--- config.mk ---
export PLATFORM = sky130hd
export DESIGN_NAME = edq_top
export DESIGN_NICKNAME = d
export VERILOG_FILES = /design/src/hdl/edq_pkg.sv /design/src/hdl/edq_code_filter.sv /design/src/hdl/edq_top.sv
export SDC_FILE = /design/constraint.sdc
export NUM_CORES = 1
export LEC_CHECK = 0
export ABC_AREA = 1
export BUFFER_PORTS_ARGS = -buffer_cell sky130_fd_sc_hd__buf_2
export CAP_MARGIN = 15
export CORE_MARGIN = 1
export CORE_UTILIZATION = 50
export CTS_CLUSTER_DIAMETER = 150
export DETAILED_ROUTE_END_ITERATION = 8
export PLACE_DENSITY = 0.71
export RECOVER_POWER = 50
export SYNTH_ARGS = -nofsm -noshare
export SYNTH_HDL_FRONTEND = slang
export SYNTH_SLANG_ARGS = --single-unit
export TNS_END_PERCENT = 5
--- constraint.sdc ---
create_clock -name core_clk_i -period 4.8 [get_ports core_clk_i]
set_clock_uncertainty 0.2 [all_clocks]
set_input_delay 0 -clock core_clk_i [delete_from_list [all_inputs] [get_ports core_clk_i]]
set_output_delay 0 -clock core_clk_i [all_outputs]
set_load 0.01 [all_outputs]
--- src/hdl/edq_pkg.sv ---
// Constants, register map and code decoding for the edge delay qualifier
// Notes on behaviour
// RL1: Single-edge, select 0: rising edge delayed
// RL2: Single-edge: early drop abandons timing, restarts later
// RL3: Single-edge: undelayed edge passes straight through
// RL4: Single-edge, select 1: falling edge delayed
// RL5: Dual-edge: both edges delayed by full delay
// RL6: Dual-edge: input returning cancels pending change
// RL7: Dual-edge: no output interval below delay
// RL8: Dual-edge: select bit inverts the output
// RL9: Code adopted after 16*(difference+6) master periods
// RL10: Code accepted once stable, jumps straight there
// RL11: Code change mid-delay gives in-between delay
// RL12: During start-up output low, input ignored
// RL13: Start-up lasts 500 master periods
// RL14: Divider code settled before input acted on
// RL15: Start-up end copies input level to output
// RL16: Divider code alone sets select and ratio
// RL17: Integrator picks lowest suitable divide ratio; there is no integrator here, the ratio comes from the divider code alone
// RL18: Code top bit is the edge select
// RL19: Codes map to ratios 8^n, mirrored
// RL20: Delay equals ratio times master period
// RL21: Counter runs only while levels differ
package edq_pkg;

	// Timing: master period and core clock period in ns
	localparam int MASTER_PERIOD_NS = 1000;
	localparam int CLK_PERIOD_NS = 10;
	localparam int MASTER_CYCLES = MASTER_PERIOD_NS / CLK_PERIOD_NS;
	// Start-up length in master periods
	localparam int STARTUP_TICKS = 500;
	// Code change latency factors
	localparam int LAT_MULT = 16;
	localparam int LAT_OFFS = 6;
	// Divider code layout
	localparam int CODE_W = 4;
	localparam int CODE_SEL_BIT = 3;
	localparam logic [3:0] CODE_RST = 4'h0;
	// Register byte offsets
	localparam logic [7:0] OFS_CODE = 8'h00;
	localparam logic [7:0] OFS_STATUS = 8'h04;
	localparam logic [7:0] OFS_COUNT = 8'h08;
	// Status register field positions
	localparam int ST_SEL = 4;
	localparam int ST_STARTED = 5;
	localparam int ST_ACTIVE = 6;
	localparam int ST_OUT = 7;
	localparam int ST_IN = 8;
	localparam int ST_BUSY = 9;
	// Bus responses
	localparam logic [1:0] RESP_OKAY = 2'h0;
	localparam logic [1:0] RESP_SLVERR = 2'h2;

	// Edge select is the top bit of the code
	function automatic logic edge_sel(input logic [3:0] code);
		return code[CODE_SEL_BIT]; // RL18
	endfunction : edge_sel

	// Ratio exponent: 3 bits per step, upper half mirrored
	function automatic logic [4:0] ratio_exp(input logic [3:0] code);
		logic [2:0] idx;
		idx = code[CODE_SEL_BIT] ? ~code[2:0] : code[2:0]; // RL19
		return 5'(idx) * 5'h3; // RL19
	endfunction : ratio_exp

endpackage : edq_pkg

--- src/hdl/edq_code_filter.sv ---
// Divider code filter: outside the start-up load, accepts a new code only after it stays stable
`timescale 1ns/10ps
module edq_code_filter (
	input wire logic core_clk_i,
	input wire logic reset_n_i,
	input wire logic tick_i,
	input wire logic load_i,
	input wire logic [3:0] raw_i,
	output logic [3:0] code_o,
	output logic busy_o
);

	logic [3:0] code_q; // Accepted code
	logic [3:0] cand_q; // Candidate code being watched
	logic [8:0] wait_q; // Master periods the candidate has held
	logic [3:0] diff_w; // Distance between candidate and accepted code
	logic [8:0] lat_w; // Required hold in master periods

	// Latency grows with the size of the jump
	assign diff_w = (cand_q > code_q) ? cand_q - code_q : code_q - cand_q;
	assign lat_w = 9'(edq_pkg::LAT_MULT) * (9'(diff_w) + 9'(edq_pkg::LAT_OFFS)); // RL9

	// Filter state; any wobble of the raw code restarts the hold count
	always_ff @(posedge core_clk_i or negedge reset_n_i) begin
		if (!reset_n_i) begin
			code_q <= edq_pkg::CODE_RST;
			cand_q <= edq_pkg::CODE_RST;
			wait_q <= 9'h000;
		end else if (load_i) begin
			// Start-up end: take the settled code at once
			code_q <= raw_i; // RL14
			cand_q <= raw_i;
			wait_q <= 9'h000;
		end else if (raw_i != cand_q) begin
			// Wandering value: restart the hold
			cand_q <= raw_i; // RL10
			wait_q <= 9'h000;
		end else if (cand_q != code_q) begin
			if (tick_i) begin
				if (wait_q >= lat_w - 9'h001) begin
					// Jump straight to the new value, no stepping
					code_q <= cand_q; // RL10
					wait_q <= 9'h000;
				end else begin
					wait_q <= wait_q + 9'h001; // RL9
				end
			end
		end else begin
			wait_q <= 9'h000;
		end
	end

	assign code_o = code_q;
	assign busy_o = (cand_q != code_q);

	// Accepted code always equals the raw code seen on that edge
	a_code_jump: assert property (@(posedge core_clk_i) disable iff (!reset_n_i) // RL10
		$changed(code_q) |-> code_q == $past(raw_i))
		else $error("accepted code is not the sampled code");

	// Outside a load, a change needs the full latency
	a_code_latency: assert property (@(posedge core_clk_i) disable iff (!reset_n_i) // RL9
		$changed(code_q) && !$past(load_i) |-> $past(wait_q) == $past(lat_w) - 9'h001 && $past(tick_i))
		else $error("code adopted with wrong latency");

endmodule : edq_code_filter

--- src/hdl/edq_top.sv ---
// Edge delay qualifier core with its AXI4-Lite register slave
`timescale 1ns/10ps
module edq_top #(
	parameter bit DUAL_EDGE = 1'b0, // 0: single-edge variant, 1: dual-edge
	parameter int MASTER_CYCLES = edq_pkg::MASTER_CYCLES, // Core cycles per master period
	parameter int ADDR_W = 8
) (
	input wire logic core_clk_i,
	input wire logic reset_n_i,
	// Qualified signal path
	input wire logic sig_in_i,
	output logic sig_out_o,
	// AXI4-Lite write address
	input wire logic s_axi_awvalid_i,
	output logic s_axi_awready_o,
	input wire logic [ADDR_W-1:0] s_axi_awaddr_i,
	input wire logic [2:0] s_axi_awprot_i,
	// AXI4-Lite write data
	input wire logic s_axi_wvalid_i,
	output logic s_axi_wready_o,
	input wire logic [31:0] s_axi_wdata_i,
	input wire logic [3:0] s_axi_wstrb_i,
	// AXI4-Lite write response
	output logic s_axi_bvalid_o,
	input wire logic s_axi_bready_i,
	output logic [1:0] s_axi_bresp_o,
	// AXI4-Lite read address
	input wire logic s_axi_arvalid_i,
	output logic s_axi_arready_o,
	input wire logic [ADDR_W-1:0] s_axi_araddr_i,
	input wire logic [2:0] s_axi_arprot_i,
	// AXI4-Lite read data
	output logic s_axi_rvalid_o,
	input wire logic s_axi_rready_i,
	output logic [31:0] s_axi_rdata_o,
	output logic [1:0] s_axi_rresp_o
);

	// Register and bus state
	logic [3:0] code_reg_q; // Raw divider code written by software
	logic aw_hold_q; // Write address captured
	logic [ADDR_W-1:0] awaddr_q;
	logic w_hold_q; // Write data captured
	logic [31:0] wdata_q;
	logic [3:0] wstrb_q;
	logic bvalid_q;
	logic [1:0] bresp_q;
	logic rvalid_q;
	logic [31:0] rdata_q;
	logic [1:0] rresp_q;

	// Timing state
	logic [$clog2(MASTER_CYCLES+1)-1:0] pre_q; // Master period divider
	logic tick_q; // One-cycle master period enable
	logic [8:0] start_cnt_q; // Start-up master period count
	logic started_q; // Start-up finished
	logic [31:0] cnt_q; // Delay counter in core cycles
	logic out_q; // Output level

	// Combinational helpers
	logic [3:0] acc_code_w; // Code after filtering
	logic filt_busy_w;
	logic load_w; // Last start-up edge
	logic pol_w; // Edge select in use
	logic start_inv_w; // Inversion applied at start-up copy
	logic qin_w; // Input after polarity handling
	logic need_time_w; // Delayed transition pending
	logic pass_now_w; // Undelayed transition pending
	logic fire_w; // Delay elapsed this cycle
	logic [31:0] tgt_w; // Delay length in core cycles
	logic wr_go_w; // Both halves of a write present
	logic [31:0] status_w;

	// Master period divider: free running, one enable pulse per period
	always_ff @(posedge core_clk_i or negedge reset_n_i) begin
		if (!reset_n_i) begin
			pre_q <= '0;
			tick_q <= 1'b0;
		end else if (pre_q == ($bits(pre_q))'(MASTER_CYCLES - 1)) begin
			pre_q <= '0;
			tick_q <= 1'b1;
		end else begin
			pre_q <= pre_q + 1'b1;
			tick_q <= 1'b0;
		end
	end

	// Start-up: a fixed count of master periods, whatever the ratio
	assign load_w = !started_q && tick_q &&
		(start_cnt_q == 9'(edq_pkg::STARTUP_TICKS - 1)); // RL13
	always_ff @(posedge core_clk_i or negedge reset_n_i) begin
		if (!reset_n_i) begin
			start_cnt_q <= 9'h000;
			started_q <= 1'b0;
		end else if (load_w) begin
			started_q <= 1'b1; // RL13
		end else if (!started_q && tick_q) begin
			start_cnt_q <= start_cnt_q + 9'h001; // RL13
		end
	end

	// Code filter; the code register is its only source
	edq_code_filter u_filter (
		.core_clk_i(core_clk_i),
		.reset_n_i(reset_n_i),
		.tick_i(tick_q),
		.load_i(load_w),
		.raw_i(code_reg_q), // RL16
		.code_o(acc_code_w),
		.busy_o(filt_busy_w)
	);

	// Decode the accepted code into select bit and delay length
	assign pol_w = edq_pkg::edge_sel(acc_code_w); // RL16
	assign tgt_w = 32'(MASTER_CYCLES) << edq_pkg::ratio_exp(acc_code_w); // RL20
	assign start_inv_w = DUAL_EDGE && edq_pkg::edge_sel(code_reg_q); // RL15

	// Dual-edge inverts the input when selected; single-edge uses it raw
	assign qin_w = DUAL_EDGE ? (sig_in_i ^ pol_w) : sig_in_i; // RL8
	// Single-edge: the level equal to the select bit passes at once
	assign pass_now_w = started_q && !DUAL_EDGE && (qin_w != out_q) && (qin_w == pol_w); // RL3 RL4
	// Delayed transitions: any in dual-edge, the other edge in single-edge
	assign need_time_w = started_q && (qin_w != out_q) &&
		(DUAL_EDGE || (qin_w != pol_w)); // RL1 RL4 RL5
	// Compare with >= so a shorter ratio adopted mid-count still ends it
	assign fire_w = need_time_w && (cnt_q >= tgt_w - 32'h1); // RL11

	// Delay counter: counts only while levels differ, cleared on match
	always_ff @(posedge core_clk_i or negedge reset_n_i) begin
		if (!reset_n_i) begin
			cnt_q <= 32'h0;
		end else if (!need_time_w || fire_w) begin
			cnt_q <= 32'h0; // RL21 RL2 RL6
		end else begin
			cnt_q <= cnt_q + 32'h1; // RL21
		end
	end

	// Output level: low and deaf to the input until start-up ends
	always_ff @(posedge core_clk_i or negedge reset_n_i) begin
		if (!reset_n_i) begin
			out_q <= 1'b0;
		end else if (!started_q) begin
			// Copy the input without delay on the final start-up edge
			out_q <= load_w ? (sig_in_i ^ start_inv_w) : 1'b0; // RL12 RL15
		end else if (pass_now_w) begin
			out_q <= qin_w; // RL3
		end else if (fire_w) begin
			out_q <= qin_w; // RL1 RL5
		end
	end

	assign sig_out_o = out_q;

	// Status word shows the block's own state
	always_comb begin
		status_w = 32'h0;
		status_w[3:0] = acc_code_w;
		status_w[edq_pkg::ST_SEL] = pol_w;
		status_w[edq_pkg::ST_STARTED] = started_q;
		status_w[edq_pkg::ST_ACTIVE] = need_time_w;
		status_w[edq_pkg::ST_OUT] = out_q;
		status_w[edq_pkg::ST_IN] = sig_in_i;
		status_w[edq_pkg::ST_BUSY] = filt_busy_w;
	end

	// Write channels are taken in either order, one write at a time
	assign s_axi_awready_o = !aw_hold_q && !bvalid_q;
	assign s_axi_wready_o = !w_hold_q && !bvalid_q;
	assign wr_go_w = aw_hold_q && w_hold_q && !bvalid_q;

	// Capture write address and data as each arrives
	always_ff @(posedge core_clk_i or negedge reset_n_i) begin
		if (!reset_n_i) begin
			aw_hold_q <= 1'b0;
			awaddr_q <= '0;
			w_hold_q <= 1'b0;
			wdata_q <= 32'h0;
			wstrb_q <= 4'h0;
		end else if (wr_go_w) begin
			aw_hold_q <= 1'b0;
			w_hold_q <= 1'b0;
		end else begin
			if (s_axi_awvalid_i && s_axi_awready_o) begin
				aw_hold_q <= 1'b1;
				awaddr_q <= s_axi_awaddr_i;
			end
			if (s_axi_wvalid_i && s_axi_wready_o) begin
				w_hold_q <= 1'b1;
				wdata_q <= s_axi_wdata_i;
				wstrb_q <= s_axi_wstrb_i;
			end
		end
	end

	// Register write and response; status and count are read only
	always_ff @(posedge core_clk_i or negedge reset_n_i) begin
		if (!reset_n_i) begin
			code_reg_q <= edq_pkg::CODE_RST;
			bvalid_q <= 1'b0;
			bresp_q <= edq_pkg::RESP_OKAY;
		end else if (wr_go_w) begin
			bvalid_q <= 1'b1;
			if (awaddr_q[ADDR_W-1:2] == edq_pkg::OFS_CODE[ADDR_W-1:2]) begin
				// Low byte lane carries the code
				if (wstrb_q[0]) begin
					code_reg_q <= wdata_q[3:0];
				end
				bresp_q <= edq_pkg::RESP_OKAY;
			end else if (awaddr_q[ADDR_W-1:2] == edq_pkg::OFS_STATUS[ADDR_W-1:2] ||
				awaddr_q[ADDR_W-1:2] == edq_pkg::OFS_COUNT[ADDR_W-1:2]) begin
				// Writes to read-only words are dropped quietly
				bresp_q <= edq_pkg::RESP_OKAY;
			end else begin
				// Unmapped address
				bresp_q <= edq_pkg::RESP_SLVERR;
			end
		end else if (bvalid_q && s_axi_bready_i) begin
			bvalid_q <= 1'b0;
		end
	end

	assign s_axi_bvalid_o = bvalid_q;
	assign s_axi_bresp_o = bresp_q;
	assign s_axi_arready_o = !rvalid_q;

	// Read data is sampled on the address handshake
	always_ff @(posedge core_clk_i or negedge reset_n_i) begin
		if (!reset_n_i) begin
			rvalid_q <= 1'b0;
			rdata_q <= 32'h0;
			rresp_q <= edq_pkg::RESP_OKAY;
		end else if (s_axi_arvalid_i && !rvalid_q) begin
			rvalid_q <= 1'b1;
			rresp_q <= edq_pkg::RESP_OKAY;
			case (s_axi_araddr_i[ADDR_W-1:2])
				edq_pkg::OFS_CODE[ADDR_W-1:2]: begin
					rdata_q <= {28'h0, code_reg_q};
				end
				edq_pkg::OFS_STATUS[ADDR_W-1:2]: begin
					rdata_q <= status_w;
				end
				edq_pkg::OFS_COUNT[ADDR_W-1:2]: begin
					rdata_q <= cnt_q;
				end
				default: begin
					// Unmapped: zero data with an error
					rdata_q <= 32'h0;
					rresp_q <= edq_pkg::RESP_SLVERR;
				end
			endcase
		end else if (rvalid_q && s_axi_rready_i) begin
			rvalid_q <= 1'b0;
		end
	end

	assign s_axi_rvalid_o = rvalid_q;
	assign s_axi_rdata_o = rdata_q;
	assign s_axi_rresp_o = rresp_q;

	// Output held low through start-up
	a_startup_low: assert property (@(posedge core_clk_i) disable iff (!reset_n_i) // RL12
		!started_q |-> !sig_out_o)
		else $error("output not low during start-up");

	// Start-up ends exactly after the full count of master periods
	a_startup_len: assert property (@(posedge core_clk_i) disable iff (!reset_n_i) // RL13
		$rose(started_q) |-> $past(start_cnt_q) == 9'(edq_pkg::STARTUP_TICKS - 1) && $past(tick_q))
		else $error("start-up length wrong");

	// Input level copied at the end of start-up
	a_start_copy: assert property (@(posedge core_clk_i) disable iff (!reset_n_i) // RL15
		$rose(started_q) |-> sig_out_o == ($past(sig_in_i) ^ $past(start_inv_w)))
		else $error("start-up copy of input wrong");

	// Undelayed edge reaches the output on the next edge
	a_fast_pass: assert property (@(posedge core_clk_i) disable iff (!reset_n_i) // RL3
		pass_now_w |=> sig_out_o == $past(qin_w))
		else $error("undelayed edge not passed");

	// Any delayed output change follows a full delay count
	a_delay_full: assert property (@(posedge core_clk_i) disable iff (!reset_n_i) // RL7
		$past(started_q) && $changed(out_q) && !$past(pass_now_w)
		|-> $past(cnt_q) >= $past(tgt_w) - 32'h1)
		else $error("output changed before the delay elapsed");

	// While timing, the counter advances and the output stays put
	a_hold_count: assert property (@(posedge core_clk_i) disable iff (!reset_n_i) // RL5
		need_time_w && !fire_w |=> cnt_q == $past(cnt_q) + 32'h1 && $stable(out_q))
		else $error("pending delay did not advance");

	// Matching levels clear the counter, so the next edge starts at zero
	a_cnt_clear: assert property (@(posedge core_clk_i) disable iff (!reset_n_i) // RL21
		started_q && (qin_w == out_q) |=> cnt_q == 32'h0)
		else $error("counter not cleared on match");

	// A write response stands until taken
	a_bresp_hold: assert property (@(posedge core_clk_i) disable iff (!reset_n_i)
		s_axi_bvalid_o && !s_axi_bready_i |=> s_axi_bvalid_o && $stable(s_axi_bresp_o))
		else $error("write response dropped early");

endmodule : edq_top

* Yosys cells after proc, flatten, opt, wreduce, memory -nomap -nowiden
Index checks and enable logic that the tools add are counted.
** Word-level totals
- Word-level logic and storage cells :: 123
- Output and inout port bits :: 42
- Bits in registers :: 125
** Cells by class
- Muxes and demuxes :: 33
- Eq/ne operators :: 14
- Bitwise logic cells :: 3
- Magnitude comparators :: 3
- Multipliers :: 1
- Reduce and logical (&&, ||, !) cells :: 39
- Shift-type cells :: 1
- $add $sub $neg :: 9
** Operator list (number)
- $pmux W32 S3 :: 1
- $mux W9 :: 5
- $add A32 B1 Y32 const B :: 1
- $ge A32 B32 Y1 :: 1
- $mux W32 :: 1
- $mux W4 :: 8
- $shl A7 B5 Y32 const A :: 1
- $sub A32 B1 Y32 const B :: 1
- $add A9 B1 Y9 const B :: 2
- $reduce_bool A2 Y1 :: 8
- $logic_and A1 B1 Y1 :: 15
- $mux W1 :: 13
- $eq A6 B1 Y1 const B :: 2
- $eq A6 B2 Y1 const B :: 2
- $logic_not A6 Y1 :: 2
- $eq A9 B9 Y1 const B :: 1
- $ge A9 B9 Y1 :: 1
- $sub A9 B1 Y9 const B :: 1
- $ne A4 B4 Y1 :: 2
- $sub A4 B4 Y4 :: 2
- $add A7 B1 Y7 const B :: 1
- $eq A7 B7 Y1 const B :: 1
- $mux W7 :: 1
- $logic_not A1 Y1 :: 6
- 17 further kinds :: 24

* Logic depth before layout (Yosys ltp)
- Word-level depth :: 10
- Depth in mapped cells :: 30
- Depth with buffers taken out :: 28

* By module
A second synthesis with hierarchy kept.
** Second synthesis, totals
- Cells, all modules :: 1065
- Area, all modules :: 8195.4 um^2
** Modules (own cells, without submodules)
- edq_top :: area each 6547.5 um^2, cells each 833, times used 1
- edq_code_filter :: area each 1647.8 um^2, cells each 232, times used 1

* Worst setup path before layout
Ideal clock, no wire load.
- Path kind :: register -> register
- From :: register u_filter.code_q[1] (netlist: u_filter.code_o[1])
- To :: register cnt_q[22]
- Stages on the path, launching flop included :: 23
- Data arrival time :: 3.519 ns
- Library setup time :: 0.132 ns
- Data required time :: 4.468 ns
- Buffers on the path :: 2
- Clock period less this slack :: 3.851 ns
- Path slack :: 0.949 ns
- Cell sequence :: dfrtp_1 -> inv_2 -> nand2_1 -> nand2_4 -> nor2_1 -> ha_1 -> inv_1 -> nand3_4 -> nand2_4 -> buf_12 -> nor2_1 -> inv_1 -> ha_1 -> nand3_1 -> nor2_1 -> xor2_1 -> ha_1 -> nand4_1 -> nor4_1 -> nand2_1 -> nand3_1 -> clkbuf_1 -> nor2_1
** On the way
- Cells in the longest elaborated chain, start to end :: 9
** Ends and longest elaborated chain
- from (decl) :: RTL line edq_code_filter.sv:13 : logic [3:0] code_q;
- from (signal assigned) :: RTL line edq_code_filter.sv:26 : code_q <= edq_pkg::CODE_RST;
- from (signal assigned) :: RTL line edq_code_filter.sv:31 : code_q <= raw_i;
- from (signal assigned) :: RTL line edq_code_filter.sv:42 : code_q <= cand_q;
- $not A3 Y3 :: RTL line edq_pkg.sv:62 : idx = code[CODE_SEL_BIT] ? ~code[2:0] : code[2:0];
- $mux W3 * :: RTL line edq_pkg.sv:62
- $mul A3 B2 Y5 * :: RTL line edq_pkg.sv:63 : return 5'(idx) * 5'h3;
- $shl A7 B5 Y32 * :: RTL line edq_top.sv:115 : assign tgt_w = 32'(MASTER_CYCLES) << edq_pkg::ratio_exp(acc_code_w);
- $sub A32 B1 Y32 * :: RTL line edq_top.sv:126 : assign fire_w = need_time_w && (cnt_q >= tgt_w - 32'h1);
- $ge A32 B32 Y1 * :: RTL line edq_top.sv:126
- $logic_and A1 B1 Y1 * :: RTL line edq_top.sv:126
- $logic_or A1 B1 Y1 * :: RTL line edq_top.sv:132 : end else if (!need_time_w || fire_w) begin
- $mux W32 * :: RTL line edq_top.sv:132
- to (signal assigned) :: RTL line edq_top.sv:135 : cnt_q <= cnt_q + 32'h1;
- to (decl) :: RTL line edq_top.sv:57 : logic [31:0] cnt_q;
Mark *: on every way between the ends. The rest lies on a longest branch, timed or not.
A chain may end at the register's enable or synchronous reset.

* Worst setup path after layout
- From :: register u_filter.code_q[3] (netlist: u_filter.code_o[3])
- To :: register cnt_q[18]
** On the way
- Cells in the longest elaborated chain, start to end :: 8
- Elaborated cells on any way between the ends :: 11
- Classes of those cells :: add/sub: 1; mul: 1; order compare: 1; eq/ne: 1; shift: 1; mux: 2; reduce/logical: 4
** Ends and longest elaborated chain (RTL line)
- $mux W3 :: edq_pkg.sv:62
- $mul A3 B2 Y5 :: edq_pkg.sv:63
- $shl A7 B5 Y32 :: edq_top.sv:115
- $sub A32 B1 Y32 :: edq_top.sv:126
- $ge A32 B32 Y1 :: edq_top.sv:126
- $logic_and A1 B1 Y1 :: edq_top.sv:126
- $logic_or A1 B1 Y1 * :: edq_top.sv:132
- $mux W32 * :: edq_top.sv:132
Marked as above.

==> results by group <==
Synth
  • Synth Flop Type: dfrtp_1
  • EDFF count, synth: 0
  • Fraction of registers with async set/reset: 100%
  • Most frequent cells after synthesis: nand2_1 (223), dfrtp_1 (121), nor2_1 (104), inv_1 (99), nand3_1 (58)
  • Post-Syn Area: 0.00751 mm²
  • Yosys warns: 0
  • Synth Area in Simple Gates: 28.7%
  • Synth Area in XOR/XNOR: 5.59%
  • Synthesized instance count: 938
  • Count leader, synth: nand2_1
  • Avg Cell Area, Syn: 8.01 µm²
  • Post-synth top area cell: dfrtp_1
  • Synth area leaders: dfrtp_1 (40%), nand2_1 (11%), ha_1 (8.2%), nor2_1 (5.2%), inv_1 (4.9%)
  • Post-synthesis sequential area ratio: 40.3%
  • Area share of the largest cell type after synthesis: between 40 and 50%
  • Cell variety after synth: 46
  • FF+latch count, synth: between 100 and 150
  • Adder-Cell Fraction of Synth Area: 8.69%
  • Compound-Gate Fraction of Synth Area: just under 8%
  • Post-synthesis mux area share: 1.80%
  • Main combinational cell family by area after synthesis: simple AND/OR/NAND/NOR gates

Clocking
  • CTS Sinks: about 120
  • Clock Path Buffers: 2
  • Root Driver: clkbuf_16
  • Worst skew pair latency: 0.42 ns
  • Total CTS buffers: 17
  • Clock-pin slew on the worst setup and hold paths: 0.06 ns
  • CTS tree: built
  • # Post-CTS Setup Buffers: 0
  • Htree depth: 4

Drt
  • Remaining antenna violation count after routing: 0
  • Pre-antenna DRT Iters: 5
  • # DRC: 0
  • Iter 0 DRT Violations: 324
  • DR vias: 6497
  • Vias per cell: 5.19
  • Routed WL: 17.8 mm
  • Wirelength per Cell: 14.3 µm

Die
  • Die X: about 120 µm
  • Die area: 0.0155 mm²
  • I/O pin count: 108
  • Core Footprint: approximately 0.015 mm²
  • Starting density of the core: 51.5%
  • Row cnt: 44
  • Die Height: 125 µm

Final layout
  • N_diodes: 0
  • Fill cell count: between 1000 and 1500
  • Multi-input gate area: 0.00398 mm²
  • Area Growth Syn to Fin: 19.3%
  • Register area: 0.00303 mm²
  • Final Net Count: 1171
  • Layout cells sized above 1: roughly an eighth

Timing
  • Final setup vio count: 0
  • Tcrit/Tclk final: 93.0%
  • Fmax: 0.224 GHz
  • RSZ-0062 raised after global routing: false
  • Final Hold Viols: 0
  • Slew at the pin with the worst max-slew slack: 1.92 ns
  • Setup TNS: 0 ns
  • Relative slew slack: -28.3%
  • Slew Viols, Final: 80
  • Tmin final: 4.46 ns
  • Setup ws final: 0.337 ns

Setup path
  • WP data arrival: 4.57 ns
  • Critical-path maximum fanout: 20
  • Kind of critical path: reg -> reg
  • CP endpoint kind: register
  • CP required: 4.91 ns
  • CP Launch Type: register

GRT
  • GRT overflow: 0
  • Largest net degree at the start of global routing: 80
  • Initial antenna violation count: 0
  • Vias in the first global route: 6501
  • First-pass GRT wire length: 30.6 mm
  • GRT Resource Usage Total: 24.4%

Min path
  • Min-delay worst type: in -> reg

Run status
  • Violated checks: max-capacitance violations, max-slew violations
  • Status: complete, but fails checks

Power and ir drop
  • Static leakage: 0.00442 µW
  • Power per cell area: between 400 and 500 mW/mm²
  • Peak supply drop: 0.367 mV
  • PnR Total Power: around 3800 µW

Placement
  • Placer Congestion: 0.901
  • Post-DP HPWL: 12.4 mm
  • Dpl ws: about 0.38 ns
  • Port-buffer cells: 64

Flow run
  • Number of max-cap violations: 1
-- per-layer routing --
metal | GRT usage [%] | part of all wire [%] | vias to the layer above
li1 | - | - | 3275
met1 | 32.8 | 48 | 3066
met2 | 40.1 | 47 | 131
met3 | 3.99 | 3.5 | 25
met4 | 8.36 | 1.6 | 0
met5 | 0 | 0 | -
-- worst paths after layout --
path | depth (start not counted) | slack (ns) | startpoint | to
setup / recovery | 24 | 0.34 | u_filter.code_o[3] | cnt_q[18]
hold / removal | 4 | 0.04 | s_axi_arvalid_i | s_axi_rdata_o[8]
setup reg to reg | 24 | 0.34 | u_filter.code_o[3] | cnt_q[18]
hold reg to reg | 0 | 0.24 | code_reg_q[0] | u_filter.cand_q[0]
max in group asynchronous | 3 | 2.51 | reset_n_i | u_filter.code_o[3]
min in group asynchronous | 2 | 0.43 | reset_n_i | w_hold_q
-- flip-flops by register name (all words and copies together) (netlist names) --
| register | count |
|---|---|
| aw_hold_q | 1 |
| s_axi_rdata_o | 32 |
| u_filter.code_o | 4 |
| s_axi_rvalid_o | 1 |
| u_filter.cand_q | 4 |
| code_reg_q | 4 |
| started_q | 1 |
| wdata_q | 4 |
| tick_q | 1 |
| wstrb_q | 1 |
| cnt_q | 32 |
| w_hold_q | 1 |
| sig_out_o | 1 |
| s_axi_bresp_o | 1 |
| start_cnt_q | 9 |
| pre_q | 7 |
| awaddr_q | 6 |
| u_filter.wait_q | 9 |
| s_axi_rresp_o | 1 |
| s_axi_bvalid_o | 1 |
-- logic make-up (layout without fill, tap and decap cells) --
logic type | Yosys count | after routing
simple gates | 469 | 469
buf+inv | 130 | 255
flops | 121 | 121
compound gates | 106 | 106
fa+ha+maj | 51 | 51
xor+xnor | 48 | 48
mux | 12 | 12
other cells | 1 | 5
-- layout make-up --
cell class,instances,area share [%]
multi-input combinational,691,44.4
tap,184,2.57
clock buffer,18,4.90
clock inverter,14,1.27
sequential,121,33.8
inverter,108,4.58
timing repair buffer,115,8.46
-- metrics by stage --
stage	cells	util (%)	hold WS, ns	cell area (µm²)
after floorplan	942	-	-0.496	7530
after global placement	1182	55.4	-0.0100	8090
after detailed placement	1182	55.4	-0.00533	8090
after CTS	1251	61.7	0.0121	9010
after global routing	1251	61.4	0.0756	8960
final	1251	61.4	0.0393	8960
-- critical path, cell delays in order, from the launching register on --
cell and delay (ns):
dfrtp_2 0.44, clkinv_4 0.09, nand2_1 0.05, nand2_1 0.12, inv_2 0.08, nor2_1 0.09
ha_1 0.26, inv_1 0.12, nand3_4 0.15, nand2_4 0.10, nor2_1 0.19, inv_1 0.08
ha_1 0.25, nand3_1 0.17, nor2_1 0.08, a32oi_1 0.39, ha_1 0.34, nand2_1 0.08
nor2_1 0.04, nand2_1 0.14, inv_1 0.05, a21oi_1 0.22, nand3_1 0.18, buf_12 0.20
nor3b_1 0.24
-- cell usage in the layout, fill, tap and decap left out, types with 7 or more instances in the layout --
cell | Yosys | final
nand2_1 | 223 | 223
dfrtp_1 | 121 | 119
nor2_1 | 104 | 104
inv_1 | 99 | 99
nand3_1 | 58 | 58
ha_1 | 49 | 49
o21ai_0 | 42 | 42
clkbuf_1 | 17 | 40
dlygate4sd3_1 | 0 | 37
xor2_1 | 35 | 35
a21oi_1 | 34 | 34
buf_2 | 1 | 23
nor3_1 | 18 | 18
clkbuf_16 | 0 | 17
xnor2_1 | 13 | 13
buf_4 | 2 | 13
nand4_1 | 12 | 12
mux2_2 | 12 | 12
o31ai_1 | 12 | 12
nor2_2 | 11 | 11
nand2_4 | 10 | 10
nand2_2 | 8 | 8
inv_2 | 7 | 7
-- power by group --
part	internal, µW	switching, µW
combinational	587	838
clock	683	503
sequential	1120	77.1
total	2390	1420
-- what timing repair did --
| item | 4_1_cts | 5_1_grt |
|---|---|---|
| endpoints found under the setup margin | 0 | 4 |
| gates resized for setup | 0 | 3 |
| hold buffers | 37 | 0 |
| hold endpoints to repair | 110 | 0 |
(Power assumes the default switching activity.)
